<file path="config.mk">
export PLATFORM = sky130hd
export DESIGN_NAME = arm_core
export DESIGN_NICKNAME = d
export VERILOG_FILES = /design/src/arm_pkg.sv /design/src/arm_core.sv /design/src/arm_vec_enc.sv /design/src/arm_slot_decode.sv
export VERILOG_INCLUDE_DIRS = /design/src
export SDC_FILE = /design/constraint.sdc
export NUM_CORES = 1
export LEC_CHECK = 0
export BUFFER_PORTS_ARGS = -buffer_cell sky130_fd_sc_hd__buf_2
export CAP_MARGIN = 10
export CORE_ASPECT_RATIO = 1.5
export CORE_MARGIN = 2
export CORE_UTILIZATION = 45
export CTS_CLUSTER_DIAMETER = 200
export DETAILED_ROUTE_END_ITERATION = 16
export GPL_ROUTABILITY_DRIVEN = 0
export GPL_TIMING_DRIVEN = 0
export HOLD_SLACK_MARGIN = 0.15
export PLACE_DENSITY_LB_ADDON = 0.3
export SKIP_LAST_GASP = 1
export SYNTH_ARGS = -nofsm -noshare
export SYNTH_HDL_FRONTEND = slang
export SYNTH_SLANG_ARGS = --single-unit
</file>
<file path="constraint.sdc">
create_clock -name i_clock -period 3.9 [get_ports i_clock]
set_clock_uncertainty 0.1 [all_clocks]
set_input_delay 0.78 -clock i_clock [delete_from_list [all_inputs] [get_ports i_clock]]
set_output_delay 0.78 -clock i_clock [all_outputs]
set_load 0.1 [all_outputs]
</file>
<file path="src/arm_defines.svh">
// register map, field positions and reset values of the result memory block
//
// Summary of operation
// - writes to slot control registers are ignored while conversion enable is set
// - all slot control fields clear to zero at power-on reset
// - low four bits pick the input: 0-7 external, 8, 9, 10 diode, 11-15 mid-supply
// - channel 10 turns the reference generator on, no pin output, pair unchanged
// - bits 4-6 pick one of six reference pairs; 2=3 and 6=7
// - bit 7 marks the slot as the last conversion of a sequence
// - without the marker in slot 15 a sequence wraps from slot 15 to slot 0
// - sequence mode with no marker anywhere keeps running after enable clears
// - sixteen result-loaded flags, each set when its slot gets a new result
// - flag clears on bus access to its slot, by software, or by a vector write when it is highest, not by vector read
// - new result into a slot whose flag is still set raises result overwrite
// - sixteen enable bits gate the matching result-loaded flags onto the request
// - vector gives 0 none, 2 overwrite, 4 timing, then 6 plus twice slot, to 36
// - request rises at once for an enabled pending source while global enable set
// - vector access clears overwrite or timing flag only when it is highest
// - overwrite and timing flags are seen only through the vector word
// - a write to the vector word clears the highest pending flag
// - power-on reset clears all result-loaded flags and enables
// - sample request while a conversion is still running raises timing overflow
`ifndef ARM_DEFINES_SVH
`define ARM_DEFINES_SVH

// byte addresses
`define ARM_OFS_FLAGS    16'h0184
`define ARM_OFS_ENABLES  16'h01A6
`define ARM_OFS_VECTOR   16'h01A8
`define ARM_OFS_CONTROL  16'h01A0
`define ARM_OFS_SLOT_CTL 16'h0080
`define ARM_OFS_RESULT   16'h0140

// control register fields
`define ARM_CTL_ENABLE   0
`define ARM_CTL_MODE_LO  1
`define ARM_CTL_TOV_IE   3
`define ARM_CTL_OV_IE    4

// slot control fields
`define ARM_SLOT_EOS     7
`define ARM_CH_DIODE     4'h0A

// vector encodings
`define ARM_VEC_NONE     16'h0000
`define ARM_VEC_OV       16'h0002
`define ARM_VEC_TOV      16'h0004
`define ARM_VEC_SLOT0    16'h0006

// reset values
`define ARM_RST_BYTE     8'h00
`define ARM_RST_WORD     16'h0000

`endif

</file>
<file path="src/arm_pkg.sv">
// types shared by the result memory block
package arm_pkg;

   typedef logic [15:0][7:0]  arm_ctl_t;
   typedef logic [15:0][11:0] arm_res_t;

   typedef struct packed {
      arm_ctl_t    slot_ctl;
      arm_res_t    result;
      logic [15:0] flags;
      logic [15:0] enables;
      logic        ov;
      logic        tov;
      logic        conv_en;
      logic [1:0]  seq_mode;
      logic        ov_ie;
      logic        tov_ie;
      logic [15:0] rdata;
   } arm_state_s;

endpackage

</file>
<file path="src/arm_core.sv">
// conversion memory control, result flags and interrupt vector
//
// Design decision made here: the strobed register port.
`timescale 1ns/1ps
`include "arm_defines.svh"
module arm_core
   import arm_pkg::*;
(
   input  wire logic        i_clock,
   input  wire logic        i_nrst,
   // register port
   input  wire logic [15:0] i_addr,
   input  wire logic [15:0] i_wdata,
   input  wire logic        i_wr,
   input  wire logic        i_rd,
   output logic      [15:0] o_rdata,
   // sequencer side
   input  wire logic        i_result_wr,
   input  wire logic [3:0]  i_result_slot,
   input  wire logic [11:0] i_result_data,
   input  wire logic        i_sample_req,
   input  wire logic        i_conv_busy,
   input  wire logic [3:0]  i_cur_slot,
   output logic      [3:0]  o_channel,
   output logic      [2:0]  o_ref_pair,
   output logic             o_last,
   output logic             o_refgen_on,
   output logic      [3:0]  o_next_slot,
   output logic             o_conversion_enable,
   output logic      [1:0]  o_sequence_mode,
   output logic             o_stop_on_disable,
   // cpu interrupt side
   input  wire logic        i_gie,
   output logic             o_irq
);

   ////////////////////////////////////////////////////////////////////////
   // address decode helpers

   function automatic logic in_slot_block(input logic [15:0] a,
                                          input logic [15:0] base,
                                          input int          lsb);
      logic [15:0] mask;
      mask = 16'hFFFF << (lsb + 4);
      return ((a & mask) == (base & mask)) && (lsb == 0 || a[0] == 1'b0);
   endfunction

   ////////////////////////////////////////////////////////////////////////
   // state and derived signals

   arm_state_s  st;
   arm_state_s  next_st;
   logic [15:0] vector;
   logic [3:0]  top_slot;
   logic        top_is_flag;
   logic        hit_vec;
   logic        hit_ctl;
   logic        hit_res;
   logic [3:0]  ctl_idx;
   logic [3:0]  res_idx;
   logic        any_eos;

   arm_vec_enc u_vec (
      .i_ov          (st.ov),
      .i_tov         (st.tov),
      .i_flags       (st.flags),
      .o_vector      (vector),
      .o_top_slot    (top_slot),
      .o_top_is_flag (top_is_flag)
   );

   arm_slot_decode u_dec (
      .i_ctl       (st.slot_ctl[i_cur_slot]),
      .i_slot      (i_cur_slot),
      .o_channel   (o_channel),
      .o_ref_pair  (o_ref_pair),
      .o_last      (o_last),
      .o_refgen_on (o_refgen_on),
      .o_next_slot (o_next_slot)
   );

   // bus address decode
   always_comb begin
      hit_vec = (i_addr == `ARM_OFS_VECTOR) && (i_wr || i_rd);
      hit_ctl = in_slot_block(i_addr, `ARM_OFS_SLOT_CTL, 0);
      hit_res = in_slot_block(i_addr, `ARM_OFS_RESULT, 1);
      ctl_idx = i_addr[3:0];
      res_idx = i_addr[4:1];
      any_eos = 1'b0;
      for (int i = 0; i < 16; i++) begin
         any_eos = any_eos | st.slot_ctl[i][`ARM_SLOT_EOS];
      end
   end

   ////////////////////////////////////////////////////////////////////////
   // next state: bus clears first, hardware sets last so they win

   always_comb begin
      next_st       = st;
      next_st.rdata = `ARM_RST_WORD;
      // vector access: read drops only overwrite or timing when on top
      if (hit_vec) begin
         if (st.ov) begin
            next_st.ov = 1'b0;
         end else if (st.tov) begin
            next_st.tov = 1'b0;
         end else if (i_wr && top_is_flag) begin
            next_st.flags[top_slot] = 1'b0;
         end
      end
      // register writes
      if (i_wr) begin
         if (i_addr == `ARM_OFS_CONTROL) begin
            next_st.conv_en  = i_wdata[`ARM_CTL_ENABLE];
            next_st.seq_mode = i_wdata[`ARM_CTL_MODE_LO +: 2];
            next_st.tov_ie   = i_wdata[`ARM_CTL_TOV_IE];
            next_st.ov_ie    = i_wdata[`ARM_CTL_OV_IE];
         end
         if (i_addr == `ARM_OFS_FLAGS) begin
            next_st.flags = i_wdata; // software set or clear
         end
         if (i_addr == `ARM_OFS_ENABLES) begin
            next_st.enables = i_wdata;
         end
         if (hit_ctl && !st.conv_en) begin
            next_st.slot_ctl[ctl_idx] = i_wdata[7:0]; // locked while enabled
         end
      end
      // any access to a result slot drops its loaded flag
      if ((i_wr || i_rd) && hit_res) begin
         next_st.flags[res_idx] = 1'b0;
      end
      // register reads, data stand one cycle later
      if (i_rd) begin
         if (i_addr == `ARM_OFS_CONTROL) begin
            next_st.rdata = {11'h000, st.ov_ie, st.tov_ie, st.seq_mode, st.conv_en};
         end else if (i_addr == `ARM_OFS_FLAGS) begin
            next_st.rdata = st.flags;
         end else if (i_addr == `ARM_OFS_ENABLES) begin
            next_st.rdata = st.enables;
         end else if (i_addr == `ARM_OFS_VECTOR) begin
            next_st.rdata = vector; // value before this clear
         end else if (hit_ctl) begin
            next_st.rdata = {8'h00, st.slot_ctl[ctl_idx]};
         end else if (hit_res) begin
            next_st.rdata = {4'h0, st.result[res_idx]};
         end else begin
            next_st.rdata = `ARM_RST_WORD;
         end
      end
      // converter events
      if (i_result_wr) begin
         if (st.flags[i_result_slot]) begin
            next_st.ov = 1'b1;
         end
         next_st.result[i_result_slot] = i_result_data;
         next_st.flags[i_result_slot]  = 1'b1;
      end
      if (i_sample_req && i_conv_busy) begin
         next_st.tov = 1'b1;
      end
   end

   // state register, everything clears at power-on
   always_ff @(posedge i_clock or negedge i_nrst) begin
      if (!i_nrst) begin
         st <= '0;
      end else begin
         st <= next_st;
      end
   end

   ////////////////////////////////////////////////////////////////////////
   // outputs

   always_comb begin
      o_rdata             = st.rdata;
      o_conversion_enable = st.conv_en;
      o_sequence_mode     = st.seq_mode;
      // sequence modes with no marker ignore a cleared enable
      o_stop_on_disable   = !st.conv_en && !(st.seq_mode[0] && !any_eos);
      o_irq = i_gie && ((st.ov && st.ov_ie) || (st.tov && st.tov_ie)
                        || (|(st.flags & st.enables)));
   end

   // control byte of the slot the sequencer works on, for the decode checks
   logic [7:0] cur_ctl;
   assign cur_ctl = st.slot_ctl[i_cur_slot];
endmodule

</file>
<file path="src/arm_vec_enc.sv">
// priority encoder producing the interrupt vector word
`timescale 1ns/1ps
`include "arm_defines.svh"
module arm_vec_enc
   import arm_pkg::*;
(
   input  wire logic        i_ov,
   input  wire logic        i_tov,
   input  wire logic [15:0] i_flags,
   output logic      [15:0] o_vector,
   output logic      [3:0]  o_top_slot,
   output logic             o_top_is_flag
);

   // overwrite first, timing second, then slot 0 upward
   always_comb begin
      o_vector      = `ARM_VEC_NONE;
      o_top_slot    = 4'h0;
      o_top_is_flag = 1'b0;
      for (int i = 15; i >= 0; i--) begin
         if (i_flags[i]) begin
            o_vector      = `ARM_VEC_SLOT0 + 16'(2 * i);
            o_top_slot    = 4'(i);
            o_top_is_flag = 1'b1;
         end
      end
      if (i_tov) begin
         o_vector      = `ARM_VEC_TOV;
         o_top_is_flag = 1'b0;
      end
      if (i_ov) begin
         o_vector      = `ARM_VEC_OV;
         o_top_is_flag = 1'b0;
      end
   end

endmodule

</file>
<file path="src/arm_slot_decode.sv">
// decode of the slot control byte for the sequencer
`timescale 1ns/1ps
`include "arm_defines.svh"
module arm_slot_decode
   import arm_pkg::*;
(
   input  wire logic [7:0] i_ctl,
   input  wire logic [3:0] i_slot,
   output logic      [3:0] o_channel,
   output logic      [2:0] o_ref_pair,
   output logic            o_last,
   output logic            o_refgen_on,
   output logic      [3:0] o_next_slot
);

   always_comb begin
      o_channel   = i_ctl[3:0];
      // fold the duplicate codes 3 and 7 onto 2 and 6
      o_ref_pair  = {i_ctl[6], i_ctl[5], i_ctl[4] & ~i_ctl[5]};
      o_last      = i_ctl[`ARM_SLOT_EOS];
      o_refgen_on = (i_ctl[3:0] == `ARM_CH_DIODE);
      o_next_slot = i_slot + 4'h1; // slot 15 rolls to 0
   end

endmodule

</file>
==> results of run 1 <==
-- registers in the layout, summed over array words and instances, names as in the netlist --
register             count
o_conversion_enable      1
o_rdata                 16
o_sequence_mode          2
st                     356
-- cell type report --
cell class                 instances  area, um2
clock inverter                    14        144
sequential                       375       9380
buffer                           133        629
clock buffer                      54       1180
tap                              564        706
inverter                           8       30.0
fill                            3662      20200
antenna                            3       7.51
multi-input combinational        866       9360
timing repair buffer              88        528
-- critical path: stages --
cell and delay (ns):
buf_2 0.15, clkbuf_1 0.53, buf_2 0.47, clkdlybuf4s15_2 0.61, mux2i_1 0.62, o211ai_1 0.16, o311ai_0 0.59, a21boi_0 0.22
-- worst max-delay path by stage --
stage,endpoint,slack (ns),depth (start not counted)
floorplan,o_refgen_on,-0.20,7
global placement,st[320],-5.18,1
detailed placement,o_rdata[7],-1.11,9
CTS,o_refgen_on,-0.22,7
global route,o_ref_pair[2],0.01,6
finish,o_rdata[3],0.02,8
-- report_power, final --
part | leakage (nW) | internal [mW] | switching [mW]
sequential | 4.84 | 4.38 | 0.256
clock | 0.657 | 2.25 | 1.64
combinational | 4.12 | 0.768 | 0.755
-- per-stage QoR --
step / hold WS (ns) / setup TNS, ns / setup slack, ns / utilization / area [um2]
floorplan: 0.374 / -0.196 / -0.196 / - / 19400
global placement: 0.381 / -1934.49 / -5.18 / 0.487 / 20500
detailed placement: 0.389 / -20.56 / -1.11 / 0.489 / 20600
CTS: 0.332 / -0.223 / -0.223 / 0.521 / 21900
global route: 0.344 / 0 / 0.0117 / 0.521 / 22000
finish: 0.334 / 0 / 0.0227 / 0.521 / 22000
-- layout by cell type (no fill, tap or decap), types with 14 or more instances in the layout --
cell         n
a21oi_1     15
a22oi_1     14
buf_1       15
buf_2      100
buf_4       22
clkbuf_1    74
clkbuf_16   42
dfrtp_1    375
mux2_2     353
mux2i_1     23
mux4_2     121
nand2_1     30
nand3_1     30
nor2_1      49
nor3_1      16
o21ai_0     16
-- logic make-up (layout without fill, tap and decap cells) --
logic type / count (synthesis) / in the layout
AOI/OAI and AO/OA: 127 / 127
xor gates and xnor gates: 2 / 2
adders and majority gates: 1 / 1
buffers and inverters: 142 / 297
DFF: 375 / 375
muxes: 500 / 500
other: 0 / 3
and+or+nand+nor: 236 / 236
-- routing by layer --
| layer | up-vias | GRT usage | routed length [um] |
|---|---|---|---|
| met2 | 492 | 0.459 | 29600 |
| met3 | 193 | 0.0433 | 3030 |
| met4 | 6 | 0.145 | 3550 |
| met5 | - | 0 | 41 |
| met1 | 6917 | 0.307 | 21700 |
| li1 | 5522 | - | - |
-- repair_timing --
action / 4_1_cts / 5_1_grt
gates cloned: 0 / 0
resized for setup: 8 / 6
endpoints found under the hold margin: 18 / 0
endpoints found under the setup margin: 12 / 3
hold buffers: 1 / 0
==> metrics.md, run 1 <==
| Metric | Value |
|---|---|
| Detailed Route Iter0 Violations | `1,201` |
| Top_reg_cell synth | `dfrtp_1` |
| Clock latency at the later pin of the worst-skew pair | `0.57 ns` |
| Reg-to-reg critical path endpoint | `st[45]` |
| Most common cell in the netlist | `dfrtp_1` |
| Sequential share of the synthesized area | `0.486` |
| Hold Path Origin | `i_conv_busy` |
| Die height | `258 um` |
| Area of the core | `42,100 um2` |
| Post-layout min period | `3.88 ns` |
| Tot GR Track Use | `0.262` |
| Final Hold Vio Count | `0` |
| CTS tree | `done` |
| Row cnt | `92` |
| Largest family of logic cells by synthesized area | `multiplexers` |
| Synth Register Bits | `375` |
| Post-route insts no fill | `2,105` |
| YS warnings | `0` |
| Reg2Reg Setup Slack | `1.16 ns` |
| Area contributors post-synth | `dfrtp_1 49%, mux2_2 21%, mux4_2 14%` |
| Leakage | `9.62 nW` |
| Drt wl/cell | `27.5 um` |
| Clock-pin slew on the worst setup and hold paths | `0.06 ns` |
| Cell accounting for the most synthesized area | `dfrtp_1` |
| PortBufs | `84` |
| Total routed wirelength | `57,900 um` |
| Post-synth ARST share | `1.00` |
| DRT antenna net count | `0` |
| Status | `completed` |
| Final setup fails | `0` |
| Reg2reg path depth | `7` |
| Worst-Margin Slew | `1.10 ns` |
| Final period utilization | `0.994` |
| Number of synthesized flops with an enable pin | `0` |
| DP Wirelength | `40,800 um` |
| Peak Freq | `258 MHz` |
| Netlist cell types | `74` |
| Crit path max fanout | `10` |
| Post-CTS setup buffers | `0` |
| Most common library cells after synthesis | `375 x dfrtp_1, 353 x mux2_2, 121 x mux4_2` |
| Vias in the first global route | `13,900` |
| Inst Count DP | `2,034` |
| Share of the synthesized area in the top cell type | `0.486` |
| Setup crit start kind | `input pin` |
| Worst Hold Depth | `3` |
| Endpoint, Worst Hold | `st[21]` |
| Cells after synthesis | `1,383` |
| Synth Area in XOR/XNOR | `0.000908` |
| RR Startpoint | `st[53]` |
| Hold Path Class | `input pin to flop` |
| Adder-cell share of the synthesized area | `0.000648` |
| H-Tree Level Count | `2` |
| Largest net degree at the start of global routing | `128` |
| First-pass DRT Iterations | `8` |
| Maxcap violations | `0` |
| P&R area growth vs syn | `13.8%` |
| Die ar. | `44,600 um2` |
| Post-Syn Area | `19,300 um2` |
| Drt via density | `6.24` |
| CTS Root Cell | `clkbuf_16` |
| Mux share of post-synthesis cell area | `0.361` |
| Initial antenna violation count | `6` |
| Synthesized Nets | `1,444` |
| Clock buffer depth | `3` |
| Simple-Gate Fraction of Synth Area | `0.0702` |
| Initial core utilization | `0.458` |
| CP Class | `input pin to flop` |
| NumNets Final | `1,573` |
| Overflow after GRT | `0` |
| Worst Setup SP | `i_addr[2]` |
| Crit path required time | `4.19 ns` |
| Slew Viols, Final | `0` |
| Cell Pwr Density | `458 nW/um2` |
| CTS sink count | `375` |
| Die width | `173 um` |
| I/O pin count | `94` |
| Syn_area_per_cell | `14.0 um2` |
| First-pass GRT wire length | `87,800 um` |
| Num CTS Buffers | `40` |
| Max_slew headroom | `0.264` |
| CP arrival | `4.16 ns` |
| Unrepaired setup endpoints after global routing | `no` |
| Element type at the critical path end | `flop` |
| Layout cells sized above 1 | `0.464` |
| VDD IR max | `0.000269 V` |
| Via count | `13,100` |
| Residual DRC | `0` |
| Total power | `10.1 mW` |
| Compound-cell area share of the yosys netlist | `0.0483` |
(Power assumes the default switching activity.)
==> run 2, diff against run 1 <==
Settings changed: MAX_ROUTING_LAYER set to met4.
==> metrics.md, run 2 (synthesis results as in run 1) <==
| Metric | Value |
|---|---|
| DP Wirelength | `40,800 um (unchanged)` |
| Residual DRC | `0 (unchanged)` |
| Clock latency at the later pin of the worst-skew pair | `0.56 ns (about the same)` |
| P&R area growth vs syn | `13.9% (about the same)` |
| Post-layout min period | `3.91 ns (+0.0335 ns)` |
| Drt via density | `6.23 (about the same)` |
| PortBufs | `84 (unchanged)` |
| Initial core utilization | `0.458 (unchanged)` |
| Die ar. | `44,600 um2 (unchanged)` |
| Reg-to-reg critical path endpoint | `st[45]` |
| H-Tree Level Count | `2 (unchanged)` |
| Reg2reg path depth | `7 (unchanged)` |
| CP endpoint | `o_rdata[3]` |
| Most frequent cells in the layout | `375 x dfrtp_1, 353 x mux2_2, 121 x mux4_2, 100 x buf_2, 74 x clkbuf_1` |
| Area of the core | `42,100 um2 (unchanged)` |
| Via count | `13,100 (+0.091%)` |
| Die width | `173 um (unchanged)` |
| Worst-Margin Slew | `1.12 ns (+0.0141 ns)` |
| Num CTS Buffers | `40 (unchanged)` |
| Max reg flops | `356 (unchanged)` |
| CTS tree | `done` |
| Reg area | `9380 um2 (unchanged)` |
| Final setup fails | `1 (+1)` |
| Final core occ | `0.522 (about the same)` |
| Total routed wirelength | `57,800 um (-0.19%)` |
| First-pass DRT Iterations | `5 (-3)` |
| VDD IR max | `0.000269 V (-0.15%)` |
| Clock-pin slew on the worst setup and hold paths | `0.06 ns (about the same)` |
| Area of the multi-input gates | `9360 um2 (unchanged)` |
| Die height | `258 um (unchanged)` |
| CP Class | `input pin to flop` |
| Layout cells sized above 1 | `0.464 (unchanged)` |
| Setup crit start kind | `input pin` |
| NumNets Final | `1,573 (unchanged)` |
| Drt wl/cell | `27.4 um (-0.38%)` |
| Largest reg by FF count | `st` |
| Maxcap violations | `0 (unchanged)` |
| CP arrival | `4.19 ns (+0.03 ns)` |
| Status | `complete, but fails checks` |
| Peak Freq | `256 MHz (-0.86%)` |
| Worst Setup SP | `i_addr[2]` |
| Element type at the critical path end | `flop` |
| CTS Root Cell | `clkbuf_16` |
| Slew Viols, Final | `0 (unchanged)` |
| Fillers | `3,660 (-0.055%)` |
| Final instance area | `22,000 um2 (about the same)` |
| DRT antenna net count | `0 (unchanged)` |
| Clock buffer depth | `3 (unchanged)` |
| RR Startpoint | `st[53]` |
| Crit path required time | `4.18 ns (about the same)` |
| Failing checks | `setup timing` |
| Final Hold Vio Count | `0 (unchanged)` |
| Final period utilization | `1.00 (+0.00859)` |
| I/O pin count | `94 (unchanged)` |
| Row cnt | `92 (unchanged)` |
| Tot GR Track Use | `0.270 (+0.00830)` |
| Post-DP Area | `20,600 um2 (unchanged)` |
| Crit path max fanout | `10 (unchanged)` |
| First-pass GRT wire length | `87,800 um (about the same)` |
| Total power | `10.0 mW (-0.11%)` |
| Leakage | `9.62 nW (about the same)` |
| Initial antenna violation count | `6 (unchanged)` |
| Vias in the first global route | `13,900 (-0.022%)` |
| Post-CTS setup buffers | `0 (unchanged)` |
| Final setup margin | `-0.0108 ns (-0.0335 ns)` |
| Hold Path Class | `input pin to flop` |
| Cell Pwr Density | `457 nW/um2 (-0.16%)` |
| Detailed Route Iter0 Violations | `1,166 (-2.9%)` |
| Largest net degree at the start of global routing | `128 (unchanged)` |
| Unrepaired setup endpoints after global routing | `no` |
| CTS sink count | `375 (unchanged)` |
| Max_slew headroom | `0.254 (-0.00942)` |
| Overflow after GRT | `0 (unchanged)` |
| Most common cell after layout, fill and taps aside | `dfrtp_1` |
| Reg2Reg Setup Slack | `1.16 ns (about the same)` |
[run 2: where the power goes]
group          internal [mW]  switching, mW  total (mW)
registers               4.38          0.255        4.64
logic                  0.768          0.755        1.52
clock network           2.25           1.63        3.88
total                   7.40           2.64        10.0
[run 2: how the worst min path moves through the flow]
| stage | depth (start not counted) | to | start |
|---|---|---|---|
| floorplan | 1 | st[79] | st[79] |
| global placement | 1 | st[154] | st[154] |
| detailed placement | 1 | st[155] | st[155] |
| CTS | 3 | st[21] | i_sample_req |
| global route | 3 | st[21] | i_conv_busy |
| finish | 3 | st[21] | i_conv_busy |
[run 2: metrics by stage]
step / hold WS, ns / TNS (ns) / worst slack (ns) / instances
2_1_floorplan: 0.374 / -0.196 / -0.196 / 1383
4_1_cts: 0.332 / -0.223 / -0.223 / 2102
3_5_place_dp: 0.389 / -20.56 / -1.11 / 2034
3_3_place_gp: 0.381 / -1934.49 / -5.18 / 2031
6_report: 0.336 / -0.0108 / -0.0108 / 2109
5_1_grt: 0.344 / 0 / 0.00990 / 2108
[run 2: routing by layer]
layer  vias to the layer above  share of wire  routed length, um  track usage
met3                       188          0.056               3260       0.0423
met1                      6935           0.37              21500        0.309
met5                         -              0                  0            -
li1                       5528              -                  -            -
met2                       491           0.51              29500        0.458
met4                         0          0.061               3540        0.145
[run 2: timing repair]
action / in CTS / in global routing
endpoints found under the hold margin: 18 / 0
resized for setup: 8 / 6
setup endpoints to repair: 12 / 3
hold buffers: 1 / 0
[run 2: layout make-up]
cell class,instances,area share
flip-flops and latches,375,0.427
plain buffers,133,0.0286
multi-input cells,866,0.426
inverters,8,0.00137
diodes,7,0.000797
clock buffers,54,0.0535
well taps,564,0.0321
clock inverters,14,0.00655
repair buffers,88,0.0240
[run 2: critical path, cell delays in order]
cell	delay (ns)
buf_2	0.15
clkbuf_1	0.55
buf_2	0.47
clkdlybuf4s15_2	0.61
mux2i_1	0.61
o211ai_1	0.16
o311ai_0	0.61
a21boi_0	0.23
